--- config.mk ---
export PLATFORM = sky130hd
export DESIGN_NAME = xbc_area_config
export DESIGN_NICKNAME = d
export VERILOG_FILES = /design/src/verilog/xbc_pkg.sv /design/src/verilog/xbc_area_config.sv /design/src/verilog/xbc_spec_decode.sv /design/src/verilog/xbc_sync.sv
export SDC_FILE = /design/constraint.sdc
export NUM_CORES = 1
export LEC_CHECK = 0
export ABC_AREA = 1
export BUFFER_PORTS_ARGS = -buffer_cell sky130_fd_sc_hd__clkbuf_2
export CELL_PAD_IN_SITES_DETAIL_PLACEMENT = 0
export CELL_PAD_IN_SITES_GLOBAL_PLACEMENT = 1
export CORE_MARGIN = 2
export CORE_UTILIZATION = 25
export CTS_CLUSTER_DIAMETER = 40
export DETAILED_ROUTE_END_ITERATION = 8
export PLACE_DENSITY = 0.55
export SLEW_MARGIN = 10
export SYNTH_ARGS = -nofsm -noshare
export SYNTH_HDL_FRONTEND = slang
export SYNTH_SLANG_ARGS = --single-unit
--- constraint.sdc ---
create_clock -name clk_in -period 3 [get_ports clk_in]
set_input_delay 0.3 -clock clk_in [delete_from_list [all_inputs] [get_ports clk_in]]
set_output_delay 0.3 -clock clk_in [all_outputs]
set_load 0.01 [all_outputs]
--- src/verilog/xbc_pkg.sv ---
/*
 * Shared constants and types of the external bus area configuration bank.
 * Assumes a single 50 MHz clock and a CPU-side register port of 16-bit address, 8-bit data.
 */

package xbc_pkg;

	// ========================================
	// register map, lower sixteen address bits
	localparam logic [15:0] OFS_AREA_WIDTH = 16'hFFEC;
	localparam logic [15:0] OFS_AREA_STATE = 16'hFFED;
	localparam logic [15:0] OFS_WAIT_MODE = 16'hFFEE;
	localparam logic [15:0] OFS_WAIT_ENABLE = 16'hFFEF;
	localparam logic [15:0] OFS_BUS_RELEASE = 16'hFFF3;

	// ========================================
	// reset values
	localparam logic [7:0] RST_WIDTH_NARROW = 8'hFF;
	localparam logic [7:0] RST_WIDTH_WIDE = 8'h00;
	localparam logic [7:0] RST_AREA_STATE = 8'hFF;
	localparam logic [7:0] RST_WAIT_MODE = 8'hF3;
	localparam logic [7:0] RST_WAIT_ENABLE = 8'hFF;
	localparam logic [7:0] RST_BUS_RELEASE = 8'hFE;
	localparam logic [7:0] RD_UNMAPPED = 8'h00;

	// ========================================
	// field positions
	localparam int WAIT_MODE_LSB = 2;
	localparam int WAIT_COUNT_LSB = 0;
	localparam int RELEASE_EN_BIT = 0;
	localparam logic [3:0] WAIT_FIXED_ONES = 4'hF;
	localparam logic [3:0] RELEASE_MID_ONES = 4'hF;
	localparam logic [2:0] RELEASE_TOP_ONES = 3'h7;
	localparam logic [1:0] ONCHIP_WAITS = 2'h0;

	// ========================================
	// types
	typedef enum logic [1:0] {
		XBC_WM_PROGRAM = 2'h0,
		XBC_WM_NONE = 2'h1,
		XBC_WM_PIN1 = 2'h2,
		XBC_WM_PIN_AUTO = 2'h3
	} xbc_wait_mode_t;

	// effective wait behaviour of one access after all selections are combined
	typedef enum logic [2:0] {
		XBC_EW_NONE = 3'h0,
		XBC_EW_PROGRAM = 3'h1,
		XBC_EW_PIN0 = 3'h2,
		XBC_EW_PIN1 = 3'h3,
		XBC_EW_PIN_AUTO = 3'h4
	} xbc_eff_wait_t;

	typedef enum logic [2:0] {
		XBC_ST_IDLE = 3'h1,
		XBC_ST_BUSY = 3'h2,
		XBC_ST_RELEASED = 3'h4
	} xbc_state_t;

	typedef struct packed {
		logic [7:0] width_n16;
		logic [7:0] three_state;
		xbc_wait_mode_t wait_mode;
		logic [1:0] wait_count;
		logic [7:0] wait_unit_en;
		logic release_en;
	} xbc_cfg_t;

	typedef struct packed {
		logic bus16;
		logic three_state;
		xbc_eff_wait_t wait_kind;
		logic [1:0] wait_count;
		logic pin_wait_allowed;
	} xbc_spec_t;

endpackage

--- src/verilog/xbc_area_config.sv ---
/*
 * Configuration register bank of the external bus area controller: per-area width,
 * access length and wait settings, bus release enable, access snapshot and release arbiter.
 * Assumes a CPU register port on clk_in with one-cycle strobes and read data in the next cycle;
 * the mode strap, hardware standby and bus request pins are asynchronous.
 */
`timescale 1ns/1ps
`default_nettype none

module xbc_area_config (
	input wire logic clk_in,
	input wire logic rst_in,
	input wire logic [1:0] mode_pins_in,
	input wire logic hw_standby_in,
	input wire logic [15:0] addr_in,
	input wire logic [7:0] wr_data_in,
	input wire logic wr_en_in,
	input wire logic rd_en_in,
	output logic [7:0] rd_data_out,
	input wire logic access_start_in,
	input wire logic [2:0] access_area_in,
	input wire logic access_onchip_in,
	input wire logic access_done_in,
	output xbc_pkg::xbc_spec_t access_spec_out,
	output logic bus_busy_out,
	output logic bus16_mode_out,
	output logic port4_gpio_out,
	output logic release_pins_gpio_out,
	input wire logic bus_release_request_n_in,
	output logic bus_ack_n_out,
	output logic bus_ack_oe_out,
	output logic bus_granted_out
);

	// ========================================
	// pin synchronisers
	logic [1:0] mode_sync;
	logic standby_sync;
	logic request_n_sync;

	xbc_sync #(.W(2)) u_mode_sync (
		.clk_in(clk_in),
		.d_in(mode_pins_in),
		.q_out(mode_sync)
	);

	xbc_sync #(.W(2)) u_ctl_sync (
		.clk_in(clk_in),
		.d_in({hw_standby_in, bus_release_request_n_in}),
		.q_out({standby_sync, request_n_sync})
	);

	// mode_sync: 0..3 stand for modes 1..4
	logic narrow_mode;
	logic top_bits_writable;
	logic init;
	assign narrow_mode = !mode_sync[0];
	assign top_bits_writable = mode_sync[1];
	// hardware standby initialises like reset; software standby has no input here, so it keeps all
	assign init = rst_in || standby_sync;

	// ========================================
	// register decode
	logic sel_width;
	logic sel_state;
	logic sel_wmode;
	logic sel_wen;
	logic sel_release;
	assign sel_width = (addr_in == xbc_pkg::OFS_AREA_WIDTH);
	assign sel_state = (addr_in == xbc_pkg::OFS_AREA_STATE);
	assign sel_wmode = (addr_in == xbc_pkg::OFS_WAIT_MODE);
	assign sel_wen = (addr_in == xbc_pkg::OFS_WAIT_ENABLE);
	assign sel_release = (addr_in == xbc_pkg::OFS_BUS_RELEASE);

	// ========================================
	// configuration registers
	logic [7:0] width_reg;
	logic [7:0] state_reg;
	logic [3:0] wmode_reg;
	logic [7:0] wen_reg;
	logic [2:0] release_top_reg;
	logic release_en_reg;

	always_ff @(posedge clk_in)
	begin
		if (init)
		begin
			width_reg <= narrow_mode ? xbc_pkg::RST_WIDTH_NARROW : xbc_pkg::RST_WIDTH_WIDE;
		end
		else if (wr_en_in && sel_width)
		begin
			width_reg <= wr_data_in;
		end
	end

	always_ff @(posedge clk_in)
	begin
		if (init)
		begin
			state_reg <= xbc_pkg::RST_AREA_STATE;
		end
		else if (wr_en_in && sel_state)
		begin
			state_reg <= wr_data_in;
		end
	end

	// only the low nibble is stored; the upper one is constant ones
	always_ff @(posedge clk_in)
	begin
		if (init)
		begin
			wmode_reg <= xbc_pkg::RST_WAIT_MODE[3:0];
		end
		else if (wr_en_in && sel_wmode)
		begin
			wmode_reg <= wr_data_in[3:0];
		end
	end

	always_ff @(posedge clk_in)
	begin
		if (init)
		begin
			wen_reg <= xbc_pkg::RST_WAIT_ENABLE;
		end
		else if (wr_en_in && sel_wen)
		begin
			wen_reg <= wr_data_in;
		end
	end

	always_ff @(posedge clk_in)
	begin
		if (init)
		begin
			release_top_reg <= xbc_pkg::RST_BUS_RELEASE[7:5];
			release_en_reg <= xbc_pkg::RST_BUS_RELEASE[xbc_pkg::RELEASE_EN_BIT];
		end
		else if (wr_en_in && sel_release)
		begin
			release_en_reg <= wr_data_in[xbc_pkg::RELEASE_EN_BIT];
			if (top_bits_writable)
			begin
				release_top_reg <= wr_data_in[7:5];
			end
		end
	end

	// ========================================
	// read port: data valid in the cycle after the strobe
	logic [7:0] release_view;
	assign release_view = {top_bits_writable ? release_top_reg : xbc_pkg::RELEASE_TOP_ONES,
		xbc_pkg::RELEASE_MID_ONES, release_en_reg};

	always_ff @(posedge clk_in)
	begin
		if (rst_in || !rd_en_in)
		begin
			rd_data_out <= xbc_pkg::RD_UNMAPPED;
		end
		else if (sel_width)
		begin
			rd_data_out <= width_reg;
		end
		else if (sel_state)
		begin
			rd_data_out <= state_reg;
		end
		else if (sel_wmode)
		begin
			rd_data_out <= {xbc_pkg::WAIT_FIXED_ONES, wmode_reg};
		end
		else if (sel_wen)
		begin
			rd_data_out <= wen_reg;
		end
		else if (sel_release)
		begin
			rd_data_out <= release_view;
		end
		else
		begin
			rd_data_out <= xbc_pkg::RD_UNMAPPED;
		end
	end

	// ========================================
	// bus specification of the next access
	xbc_pkg::xbc_cfg_t cfg;
	xbc_pkg::xbc_spec_t spec_next;
	always_comb
	begin
		cfg.width_n16 = width_reg;
		cfg.three_state = state_reg;
		cfg.wait_mode = xbc_pkg::xbc_wait_mode_t'(wmode_reg[xbc_pkg::WAIT_MODE_LSB +: 2]);
		cfg.wait_count = wmode_reg[xbc_pkg::WAIT_COUNT_LSB +: 2];
		cfg.wait_unit_en = wen_reg;
		cfg.release_en = release_en_reg;
	end

	xbc_spec_decode u_decode (
		.cfg_in(cfg),
		.area_in(access_area_in),
		.onchip_in(access_onchip_in),
		.spec_out(spec_next)
	);

	// ========================================
	// access sequencing and bus release
	xbc_pkg::xbc_state_t state_q;
	xbc_pkg::xbc_state_t state_next;
	logic want_release;
	assign want_release = release_en_reg && !request_n_sync;

	always_comb
	begin
		case (state_q)
			xbc_pkg::XBC_ST_IDLE:
			begin
				// the CPU wins a tie so a started cycle is never cut off
				if (access_start_in)
				begin
					state_next = xbc_pkg::XBC_ST_BUSY;
				end
				else if (want_release)
				begin
					state_next = xbc_pkg::XBC_ST_RELEASED;
				end
				else
				begin
					state_next = xbc_pkg::XBC_ST_IDLE;
				end
			end
			xbc_pkg::XBC_ST_BUSY:
			begin
				state_next = access_done_in ? xbc_pkg::XBC_ST_IDLE : xbc_pkg::XBC_ST_BUSY;
			end
			xbc_pkg::XBC_ST_RELEASED:
			begin
				// clearing the enable also takes the bus back at once
				state_next = want_release ? xbc_pkg::XBC_ST_RELEASED : xbc_pkg::XBC_ST_IDLE;
			end
			default:
			begin
				state_next = xbc_pkg::XBC_ST_IDLE;
			end
		endcase
	end

	always_ff @(posedge clk_in)
	begin
		if (init)
		begin
			state_q <= xbc_pkg::XBC_ST_IDLE;
		end
		else
		begin
			state_q <= state_next;
		end
	end

	// snapshot taken at start: later writes cannot disturb the running cycle
	always_ff @(posedge clk_in)
	begin
		if (init)
		begin
			access_spec_out <= '0;
		end
		else if (state_q == xbc_pkg::XBC_ST_IDLE && access_start_in)
		begin
			access_spec_out <= spec_next;
		end
	end

	always_ff @(posedge clk_in)
	begin
		if (init)
		begin
			bus_busy_out <= 1'b0;
			bus_granted_out <= 1'b0;
			bus_ack_n_out <= 1'b1;
			bus_ack_oe_out <= 1'b0;
		end
		else
		begin
			bus_busy_out <= (state_next == xbc_pkg::XBC_ST_BUSY);
			bus_granted_out <= (state_next == xbc_pkg::XBC_ST_RELEASED);
			bus_ack_n_out <= (state_next != xbc_pkg::XBC_ST_RELEASED);
			bus_ack_oe_out <= release_en_reg;
		end
	end

	always_ff @(posedge clk_in)
	begin
		if (init)
		begin
			bus16_mode_out <= !narrow_mode;
			port4_gpio_out <= narrow_mode;
			release_pins_gpio_out <= 1'b1;
		end
		else
		begin
			bus16_mode_out <= (width_reg != xbc_pkg::RST_WIDTH_NARROW);
			port4_gpio_out <= (width_reg == xbc_pkg::RST_WIDTH_NARROW);
			release_pins_gpio_out <= !release_en_reg;
		end
	end

	// ========================================
	// assertions
	a_width_init: assert property (@(posedge clk_in) rst_in && $stable(mode_sync) |=>
		width_reg == ($past(narrow_mode) ? 8'hFF : 8'h00))
		else $error("width register not initialised for mode");
	a_state_init: assert property (@(posedge clk_in) rst_in |=> state_reg == 8'hFF && wen_reg == 8'hFF)
		else $error("state or wait enable register not all ones after reset");
	a_wait_init: assert property (@(posedge clk_in) rst_in
		|=> wmode_reg == 4'h3)
		else $error("wait control not F3 after reset");
	a_wait_upper_ones: assert property (@(posedge clk_in) disable iff (rst_in)
		rd_en_in && sel_wmode |=> rd_data_out[7:4] == 4'hF)
		else $error("wait control upper bits not ones");
	a_release_mid_ones: assert property (@(posedge clk_in) disable iff (rst_in)
		rd_en_in && sel_release |=> rd_data_out[4:1] == 4'hF
		&& (mode_sync[1] || rd_data_out[7:5] == 3'h7))
		else $error("release control reserved bits wrong");
	a_grant_needs_en: assert property (@(posedge clk_in) disable iff (rst_in)
		$rose(bus_granted_out) |-> $past(release_en_reg) && !bus_ack_n_out)
		else $error("bus granted while release disabled");
	a_snapshot_hold: assert property (@(posedge clk_in) disable iff (init)
		bus_busy_out && !access_done_in |=> $stable(access_spec_out))
		else $error("access spec changed during cycle");
	a_onchip_fixed: assert property (@(posedge clk_in) disable iff (init)
		state_q == xbc_pkg::XBC_ST_IDLE && access_start_in && access_onchip_in
		|=> access_spec_out.bus16 && !access_spec_out.three_state)
		else $error("on-chip access took area settings");
	a_bus_mode: assert property (@(posedge clk_in) disable iff (init)
		width_reg == 8'hFF |=> port4_gpio_out && !bus16_mode_out)
		else $error("8-bit bus mode not entered");
	a_width_select: assert property (@(posedge clk_in) disable iff (init)
		state_q == xbc_pkg::XBC_ST_IDLE && access_start_in && !access_onchip_in
		|=> access_spec_out.bus16 == !$past(width_reg[access_area_in]))
		else $error("area width not applied");

	c_release: cover property (@(posedge clk_in) $rose(bus_granted_out));
	c_ext_access: cover property (@(posedge clk_in) bus_busy_out ##1 !bus_busy_out);
	c_write_read: cover property (@(posedge clk_in) wr_en_in && sel_wmode ##1 rd_en_in && sel_wmode);

endmodule
`default_nettype wire

--- src/verilog/xbc_spec_decode.sv ---
/*
 * Combines the configuration of one area into the bus specification of an access.
 * Assumes the area index and on-chip flag come from the address decoder on the same clock.
 */
`timescale 1ns/1ps
`default_nettype none

module xbc_spec_decode (
	input wire xbc_pkg::xbc_cfg_t cfg_in,
	input wire logic [2:0] area_in,
	input wire logic onchip_in,
	output xbc_pkg::xbc_spec_t spec_out
);

	always_comb
	begin
		spec_out.bus16 = !cfg_in.width_n16[area_in];
		spec_out.three_state = cfg_in.three_state[area_in];
		spec_out.wait_count = xbc_pkg::ONCHIP_WAITS;
		spec_out.pin_wait_allowed = 1'b0;
		if (!cfg_in.three_state[area_in])
		begin
			spec_out.wait_kind = xbc_pkg::XBC_EW_NONE;
		end
		else if (!cfg_in.wait_unit_en[area_in])
		begin
			spec_out.wait_kind = xbc_pkg::XBC_EW_PIN0;
			spec_out.pin_wait_allowed = 1'b1;
		end
		else
		begin
			case (cfg_in.wait_mode)
				xbc_pkg::XBC_WM_PROGRAM:
				begin
					spec_out.wait_kind = xbc_pkg::XBC_EW_PROGRAM;
					spec_out.wait_count = cfg_in.wait_count;
				end
				xbc_pkg::XBC_WM_PIN1:
				begin
					spec_out.wait_kind = xbc_pkg::XBC_EW_PIN1;
					spec_out.wait_count = cfg_in.wait_count;
					spec_out.pin_wait_allowed = 1'b1;
				end
				xbc_pkg::XBC_WM_PIN_AUTO:
				begin
					spec_out.wait_kind = xbc_pkg::XBC_EW_PIN_AUTO;
					spec_out.wait_count = cfg_in.wait_count;
					spec_out.pin_wait_allowed = 1'b1;
				end
				default:
				begin
					spec_out.wait_kind = xbc_pkg::XBC_EW_NONE;
				end
			endcase
		end
		// on-chip memory and registers ignore all area settings
		if (onchip_in)
		begin
			spec_out.bus16 = 1'b1;
			spec_out.three_state = 1'b0;
			spec_out.wait_kind = xbc_pkg::XBC_EW_NONE;
			spec_out.wait_count = xbc_pkg::ONCHIP_WAITS;
			spec_out.pin_wait_allowed = 1'b0;
		end
	end

endmodule
`default_nettype wire

--- src/verilog/xbc_sync.sv ---
/*
 * Three-stage input synchroniser with agreement filter.
 * Assumes the input is asynchronous to clk_in; the result is undefined until four edges have passed.
 */
`timescale 1ns/1ps
`default_nettype none

module xbc_sync #(
	parameter int W = 1
) (
	input wire logic clk_in,
	input wire logic [W-1:0] d_in,
	output logic [W-1:0] q_out
);

	logic [W-1:0] s1_reg;
	logic [W-1:0] s2_reg;
	logic [W-1:0] s3_reg;

	// no reset: pins must be sampled even while reset is held, so reset values can depend on them
	always_ff @(posedge clk_in)
	begin
		s1_reg <= d_in;
		s2_reg <= s1_reg;
		s3_reg <= s2_reg;
	end

	// agreement is judged per bit so that unrelated pins sharing one instance do not hold each other up
	always_ff @(posedge clk_in)
	begin
		q_out <= (~(s2_reg ^ s3_reg) & s3_reg) | ((s2_reg ^ s3_reg) & q_out);
	end

endmodule
`default_nettype wire
==> results.md, run 1 <==
- For this run, the leading register cell type out of synthesis is sky130_fd_sc_hd__dfxtp_1.
- In this run the power spent charging and discharging nets is roughly 560 uW.
- The CTS root buffer is sky130_fd_sc_hd__clkbuf_16.
- The number of I/O port buffers is 60.
- Net switching is 23.3% of the power.
- The internal power of the cells totals ~1.8 mW.
- The maximum clock frequency is roughly 570 MHz.
- Clock tree synthesis inserted a total of 9 buffers.
- The worst hold path class is input pin to flip-flop.
- In this run, distinct cell masters in the synthesized netlist total 32.
- The global-route congestion overflow total is 0.
- The worst setup path is captured at a flip-flop.
- For this run, asynchronously set or reset flops after synthesis account for 0%.
- The tightest slew margin relative to the limit is 58.9%.
- The required time of the critical path is between 3 and 4 ns.
- In this run, flip-flops and latches consume 44.9% of the power.
- The cell taking the most area after synthesis is sky130_fd_sc_hd__dfxtp_1.
- The worst path uses 58.8% of the clock period.
- Across the run, the number of max-cap violations was 0.
- The die width is 119 um.
- The starting density of the core is about a quarter.
- The floorplan has between 40 and 50 rows.
- The first element of the critical path is state_q[0]$_SDFF_PN1_.
- The flow ran to the end, and the final reports show no timing, DRC or antenna violations.
- The routed design has 8690 um of wire.
- The initial antenna violation count is 0.
- In the final layout, the share of cells above drive strength 1 is a little over a quarter.
- The area growth from synthesis to layout is 23.3%.
- For this run, design rule violations remaining after detail routing come to 0.
- The reg-to-reg setup timing slack is roughly 1.2 ns.
- The final sum of negative setup slack is 0 ns.
- CTS saw 74 sinks.
- The placed cell area is about 3800 um^2.
- The areal power density over the cells is just under 600 nW/um^2.
- The maximum buffer depth of the clock tree is 2.
- The via count is 2755.
- Summed over its instances, the top area cell type makes up between 30 and 40% of the synthesized netlist area.
- The number of hold violations in the final report is 0.
- The placer congestion estimate is approximately 0.9.
- The post-synthesis cell count is slightly below 400.
- TritonCTS built the clock tree.
- Post-CTS timing repair inserted 0 buffers for setup.
- Dividing the detail-routed via count by the number of cells gives around 4.3.
- After synthesis the netlist holds a flip-flop and latch count of 74.
- At the pin with the least slew margin, the transition time is around 0.62 ns.
- The post-synthesis average cell area is around 8.4 um^2.
- Hold repair after CTS inserted 0 buffers.
- The count of instances resized after the clock tree is built is 0.
- The number of global-route vias before repair is about 2.6k.
- The clock network fraction of design power is between 40% and 50%.
- The mapped cell area is approximately 3300 um^2.
- The sequential element share of the synthesized area is 48.3%.
- Global routing used about an eighth of the available tracks across all layers.
- By area the synthesized netlist is led by sky130_fd_sc_hd__dfxtp_1, sky130_fd_sc_hd__edfxtp_1, sky130_fd_sc_hd__nand2_1, sky130_fd_sc_hd__inv_1, sky130_fd_sc_hd__nand3_1.
- Setup repair after global routing left no endpoint under its margin.
- The net count of the finished layout is 493.
- The detail route stage leaves a number of antenna-violating nets equal to 0.
- The starting DRC count in detailed routing is 183.
- The later pin in the worst-skew pair is clocked with a latency of approximately 0.34 ns.
- The final setup violation count is 0.
- Yosys mapped a number of flops with a built-in enable equal to 12.
- The number of slew-limit violations in the final report is 0.
- The number of nets handed over by synthesis was 433.
- The core region is between 10000 and 15000 um^2.
- The number of antenna diodes in the final layout is 0.
- Between clock sinks in the finished design, the worst skew comes to 0.00647 ns.
- Counting instances, the worst hold path has a depth of 1.
- The final instance area is approximately 4100 um^2.
- The beginning of the worst register-to-register path is state_q[0]$_SDFF_PN1_.
- In this run the worst path has a maximum fanout of 11.
- The number of warnings issued by yosys is 0.
- The maximum vdd drop is 346 uV.
- Measured along the y axis, the die boundary spans roughly 120 um.
- Data on the critical path arrives at its endpoint at between 2 and 2.5 ns.
- After detailed routing, the average wire length per cell comes to approximately 14 um.
- The startpoint of the worst hold path is bus_release_request_n_in.
- In this run the number of H-tree levels came out at 3.
- The worst setup path is launched from a flip-flop.
- After clock tree synthesis, the clock-pin slew on the worst setup and hold paths is 0.06 ns.
- The first-pass GRT wire length is about 14000 um.
- Entering global routing, the biggest net connects 22 pins.
- The detailed-routing iteration count for the pre-antenna-repair pass is 4.
- The logic gate share of total power is between 6 and 7%.
- The I/O pin count is 61.
- The overall die area is approximately 14000 um^2.
- The leakage power figure is slightly above 2 nW.
- Detailed placement finished with a half-perimeter wire length of roughly 6800 um.
- The worst path in the final design needs a cycle of around 1.8 ns, including I/O delays and setup.
- The critical setup path kind is flip-flop to flip-flop.
- The depth of the most critical reg-to-reg path is 6.
## critical path: stages (launching register included)
cell                      delay [ns]
sky130_fd_sc_hd__dfxtp_1        0.39
sky130_fd_sc_hd__nand4_1        0.42
sky130_fd_sc_hd__nor2_1         0.34
sky130_fd_sc_hd__nand2_1        0.14
sky130_fd_sc_hd__nor2_4         0.17
sky130_fd_sc_hd__nand3_1        0.10
sky130_fd_sc_hd__a21oi_1        0.13
## power by group through the flow
stage	combinational, mW	sequential, mW	clock [mW]
2_1_floorplan	0.0880	1.09	0
3_3_place_gp	0.150	1.09	0
3_5_place_dp	0.152	1.09	0
4_1_cts	0.153	1.07	1.19
5_1_grt	0.171	1.07	1.24
6_report	0.150	1.07	1.17
## final timing paths
| check | endpoint |
|---|---|
| setup / recovery | access_spec_out[3]$_SDFFE_PN0P_ |
| hold / removal | u_ctl_sync.s1_reg[0]$_DFF_P_ |
| setup reg to reg | access_spec_out[3]$_SDFFE_PN0P_ |
| hold reg to reg | u_mode_sync.s2_reg[1]$_DFF_P_ |
## logic make-up after synthesis
family	share of synthesized area [%]
compound gates	16.0
xor+xnor	1.06
buf+inv	8.86
flops	48.3
simple gates	25.8
## synth_stat cells (all sizes together) (4+ instances only)
master	count
a21oi	17
clkbuf	4
edfxtp	12
or2	4
o21ai	28
o211ai	25
nand2	92
inv	56
buf	9
nand3	38
xnor2	4
nand4	6
dfxtp	62
nor2	29
## through the flow
step	hold slack (ns)	setup WS [ns]	std cells	util [%]	power, mW
3_5_place_dp	0.312	1.16	620	28.8	1.25
3_3_place_gp	0.311	1.16	620	28.8	1.24
4_1_cts	0.0503	1.23	636	31.3	2.42
6_report	0.0607	1.24	636	31.3	2.39
2_1_floorplan	0.310	0.957	395	-	1.17
5_1_grt	0.0462	1.03	636	31.3	2.48
## metal layers
| layer | up-vias | wire length (um) | global-route usage (%) |
|---|---|---|---|
| met5 | - | 0 | 0 |
| met4 | 0 | 200 | 5.13 |
| met3 | 14 | 497 | 3.54 |
| met2 | 68 | 3990 | 20.0 |
| met1 | 1259 | 4010 | 17.0 |
| li1 | 1414 | - | - |
## cells in the final DEF (no fill, tap or decap), types with 6 or more instances in the layout
cell type                    n
sky130_fd_sc_hd__edfxtp_1   12
sky130_fd_sc_hd__clkbuf_16   9
sky130_fd_sc_hd__a21oi_1    17
sky130_fd_sc_hd__nor2_4      7
sky130_fd_sc_hd__nor2_1     20
sky130_fd_sc_hd__inv_1      52
sky130_fd_sc_hd__nand2_1    81
sky130_fd_sc_hd__o21ai_1     7
sky130_fd_sc_hd__o21ai_0    21
sky130_fd_sc_hd__nand3_1    37
sky130_fd_sc_hd__clkbuf_2   60
sky130_fd_sc_hd__o211ai_2   14
sky130_fd_sc_hd__nand4_1     6
sky130_fd_sc_hd__nand2_2     7
sky130_fd_sc_hd__dfxtp_1    62
sky130_fd_sc_hd__o211ai_1   11
## cell type report
| cell class | instances | area, um^2 |
|---|---|---|
| clock buffers | 10 | 229 |
| clock inverters | 6 | 90.1 |
| fillers | 1390 | 8990 |
| inverters | 56 | 210 |
| multi-input cells | 252 | 1420 |
| flip-flops and latches | 74 | 1600 |
| well taps | 176 | 220 |
| repair buffers | 62 | 315 |
No activity file was read; power rests on OpenSTA's default activity.
==> run 2, diff against run 1 <==
--- a/config.mk
+++ b/config.mk
@@ -13,7 +13,7 @@
 export CORE_UTILIZATION = 25
 export CTS_CLUSTER_DIAMETER = 40
 export DETAILED_ROUTE_END_ITERATION = 8
-export PLACE_DENSITY = 0.55
+export PLACE_DENSITY = 0.57
 export SLEW_MARGIN = 10
 export SYNTH_ARGS = -nofsm -noshare
 export SYNTH_HDL_FRONTEND = slang
==> constraint.sdc (replaced) <==
create_clock -name clk_in -period 1.6 [get_ports clk_in]
set_input_delay 0.16 -clock clk_in [delete_from_list [all_inputs] [get_ports clk_in]]
set_output_delay 0.16 -clock clk_in [all_outputs]
set_load 0.01 [all_outputs]
==> results.md, run 2 (same netlist as run 1, synthesis figures left out) <==
- The H-tree depth is 3 (unchanged).
- The storage element area is 1600 um^2 (unchanged).
- The slowest stage of the critical path belongs to the cell sky130_fd_sc_hd__edfxtp_1.
- The number of hold violations in the final report is 0 (unchanged).
- The largest net degree at the start of global routing came to 17 (-23%).
- The peak per-stage delay on the critical path was 0.37 ns (-0.05 ns).
- The global-route usage over all layers is 13.0% (+0.057 points).
- The die width is 119 um (unchanged).
- The post-detailed-route DRC marker count was 0 (unchanged).
- The starting DRC count in detailed routing came to 153 (-16%).
- The number of I/O port buffers is 60 (unchanged).
- The placeable core region was 13100 um^2 (unchanged).
- The count of nets after finishing was 508 (+3.0%).
- The I/O pin count is 61 (unchanged).
- The global-route congestion overflow total is 0 (unchanged).
- The maximum buffer depth of the clock tree was 2 (unchanged).
- The detailed-routing iteration count for the pre-antenna-repair pass is 4 (unchanged).
- The clock latency on the worst-skew pair is 0.34 ns (about the same).
- The placer congestion estimate is 0.855 (-4.7%).
- The max-cap violation count is 0 (unchanged).
- The maximum clock frequency came to 735 MHz (+30%).
- Traced cell by cell, the critical path runs through nor2_2 > inv_1 > buf_4 > nor2_1 > inv_1.
- The pin slew with the least headroom to its limit is 0.467 ns (-0.149 ns).
- The combined area of the multi-input logic cells is 1430 um^2 (+0.26%).
- The critical path launch point type is a flip-flop.
- The post-route fraction of the period consumed by the critical path is 85.0% (+26 points).
- The cell seen most often among critical-path stages is sky130_fd_sc_hd__inv_1.
- Clock tree synthesis selected as its root buffer the cell sky130_fd_sc_hd__clkbuf_16.
- The average detailed-routed wire length per instance is 13.3 um (-2.5%).
- The fraction of layout cells with a size suffix above 1 came to 28.0% (+1.9 points).
- The count of standard-cell rows was 42 (unchanged).
- The routed wire length is 8680 um (-0.16%).
- The first-pass GRT wire length is 14000 um (+0.40%).
- The areal power density over the cells is 1090 nW/um^2 (+86%).
- The clock net sink count is 74 (unchanged).
- The pre-CTS setup slack came to 0.137 ns (-1.02 ns).
- The most common library cell in the layout ignoring fill and taps is sky130_fd_sc_hd__nand2_1.
- The TritonCTS buffer count came to 9 (unchanged).
- The number of slew-limit violations in the final report is 0 (unchanged).
- The critical path capture point type is a flip-flop.
- The time the worst path needs with I/O delays and setup is 1.36 ns (-0.404 ns).
- The detail-routed via count per cell is 4.24 (-2.0%).
- TritonCTS built the clock tree.
- The flow ran to the end, and the final reports show no timing, DRC or antenna violations.
- The residual antenna-violating net count after detailed routing was 0 (unchanged).
- The final setup violation count is 0 (unchanged).
- The top cell types in the final layout, fill and taps aside, are sky130_fd_sc_hd__nand2_1, sky130_fd_sc_hd__dfxtp_1, sky130_fd_sc_hd__clkbuf_2, sky130_fd_sc_hd__inv_1, sky130_fd_sc_hd__nand3_1.
- The half-perimeter wire length of the detailed placement result was 6840 um (+1.3%).
- The worst-case clock skew came to 0.00825 ns (+0.00178 ns).
- The starting density of the core came to 25.3% (unchanged).
- The post-CTS setup-driven buffer insertion count is 0 (unchanged).
- The maximum vdd drop was 565 uV (+64%).
- The via count is 2763 (+0.29%).
- The arrival time of data at the critical path endpoint came to 1.60 ns (-0.42 ns).
- The worst hold path class is input pin to flip-flop.
- The number of global-route vias before repair came to 2737 (+5.8%).
- Broken down by cell family, the worst path's largest delay share belongs to buffers and inverters.
- The initial antenna violation count is 0 (unchanged).
- The tightest slew margin relative to the limit came to 68.8% (+9.8 points).
- The worst path setup slack after routing came to 0.240 ns (-0.996 ns).
- The fill cell total of the finished layout is 1386 (-0.29%).
- The leakage power figure is 2.10 nW (+4.4%).
- The layout overhead on the synthesized area is 27.8%.
- The top fanout value on the critical path was 11 (unchanged).
- The final sum of negative setup slack is 0 ns (unchanged).
- Setup repair after global routing left no endpoint under its margin.
- The buffering stage count on the worst path with inverters included is 3 (+3).
- The height of the die came to 119 um (unchanged).
- The count of inserted antenna diode cells came to 0 (unchanged).
- The clock-pin slew on the worst setup and hold paths is 0.06 ns (about the same).
- The critical path in this run is classified as flip-flop to flip-flop.
- The required time of the critical path was 1.84 ns (-1.42 ns).
- The overall die area is 14200 um^2 (unchanged).
[run 2: worst reg2reg max path: cells and delay by family (launching register included)]
family                 cells  cell delay (ns)
AND/OR/NAND/NOR            2             0.39
buffers and inverters      3             0.49
flip-flops                 1             0.37
[run 2: path summary, 6_finish.rpt]
check	cells after the start	slack, ns	start	to
worst max-delay path	5	0.24	flip-flop	release_pins_gpio_out$_SDFF_PN1_
worst min-delay path	3	0.07	wr_data_in[0]	wmode_reg[0]$_SDFFE_PN1P_
worst max register to register	5	0.24	flip-flop	release_pins_gpio_out$_SDFF_PN1_
worst min register to register	0	0.33	u_ctl_sync.s1_reg[1]$_DFF_P_	u_ctl_sync.s2_reg[1]$_DFF_P_
[run 2: power by group]
group | switching, mW | leakage (nW) | total [mW] | internal (mW)
sequential | 0.0435 | 0.628 | 2.01 | 1.96
combinational | 0.186 | 1.30 | 0.303 | 0.117
clock | 0.773 | 0.169 | 2.29 | 1.52
total | 1.00 | 2.10 | 4.60 | 3.60
[run 2: cell type report]
| type | count | area share, % |
|---|---|---|
| Clock buffer | 9 | 5.31 |
| Clock inverter | 7 | 2.77 |
| Inverter | 56 | 4.96 |
| Multi-Input combinational cell | 252 | 33.7 |
| Sequential cell | 74 | 37.8 |
| Tap cell | 176 | 5.19 |
| Timing Repair Buffer | 77 | 10.3 |
[run 2: metal layers]
| layer | track usage, % | routed length, um | vias to the layer above |
|---|---|---|---|
| met1 | 17.0 | 4110 | 1241 |
| met2 | 19.4 | 3880 | 59 |
| met5 | 0 | 0 | - |
| met4 | 5.80 | 255 | 0 |
| met3 | 4.41 | 441 | 13 |
| li1 | - | - | 1450 |
[run 2: through the flow]
stage,util (%),instance area [um^2],hold slack (ns),power (mW),instances
global route,32.4,4240,0.0762,4.80,651
detailed placement,29.5,3860,0.264,2.35,631
finish,32.4,4240,0.0658,4.60,651
CTS,32.4,4240,0.0552,4.68,651
global placement,29.5,3860,0.263,2.34,631
floorplan,-,3320,0.188,2.20,395
[run 2: what timing repair did]
item | CTS | global route
gates resized for setup | 0 | 1
hold endpoints to repair | 4 | 0
endpoints found under the setup margin | 0 | 1
hold buffers | 4 | 0
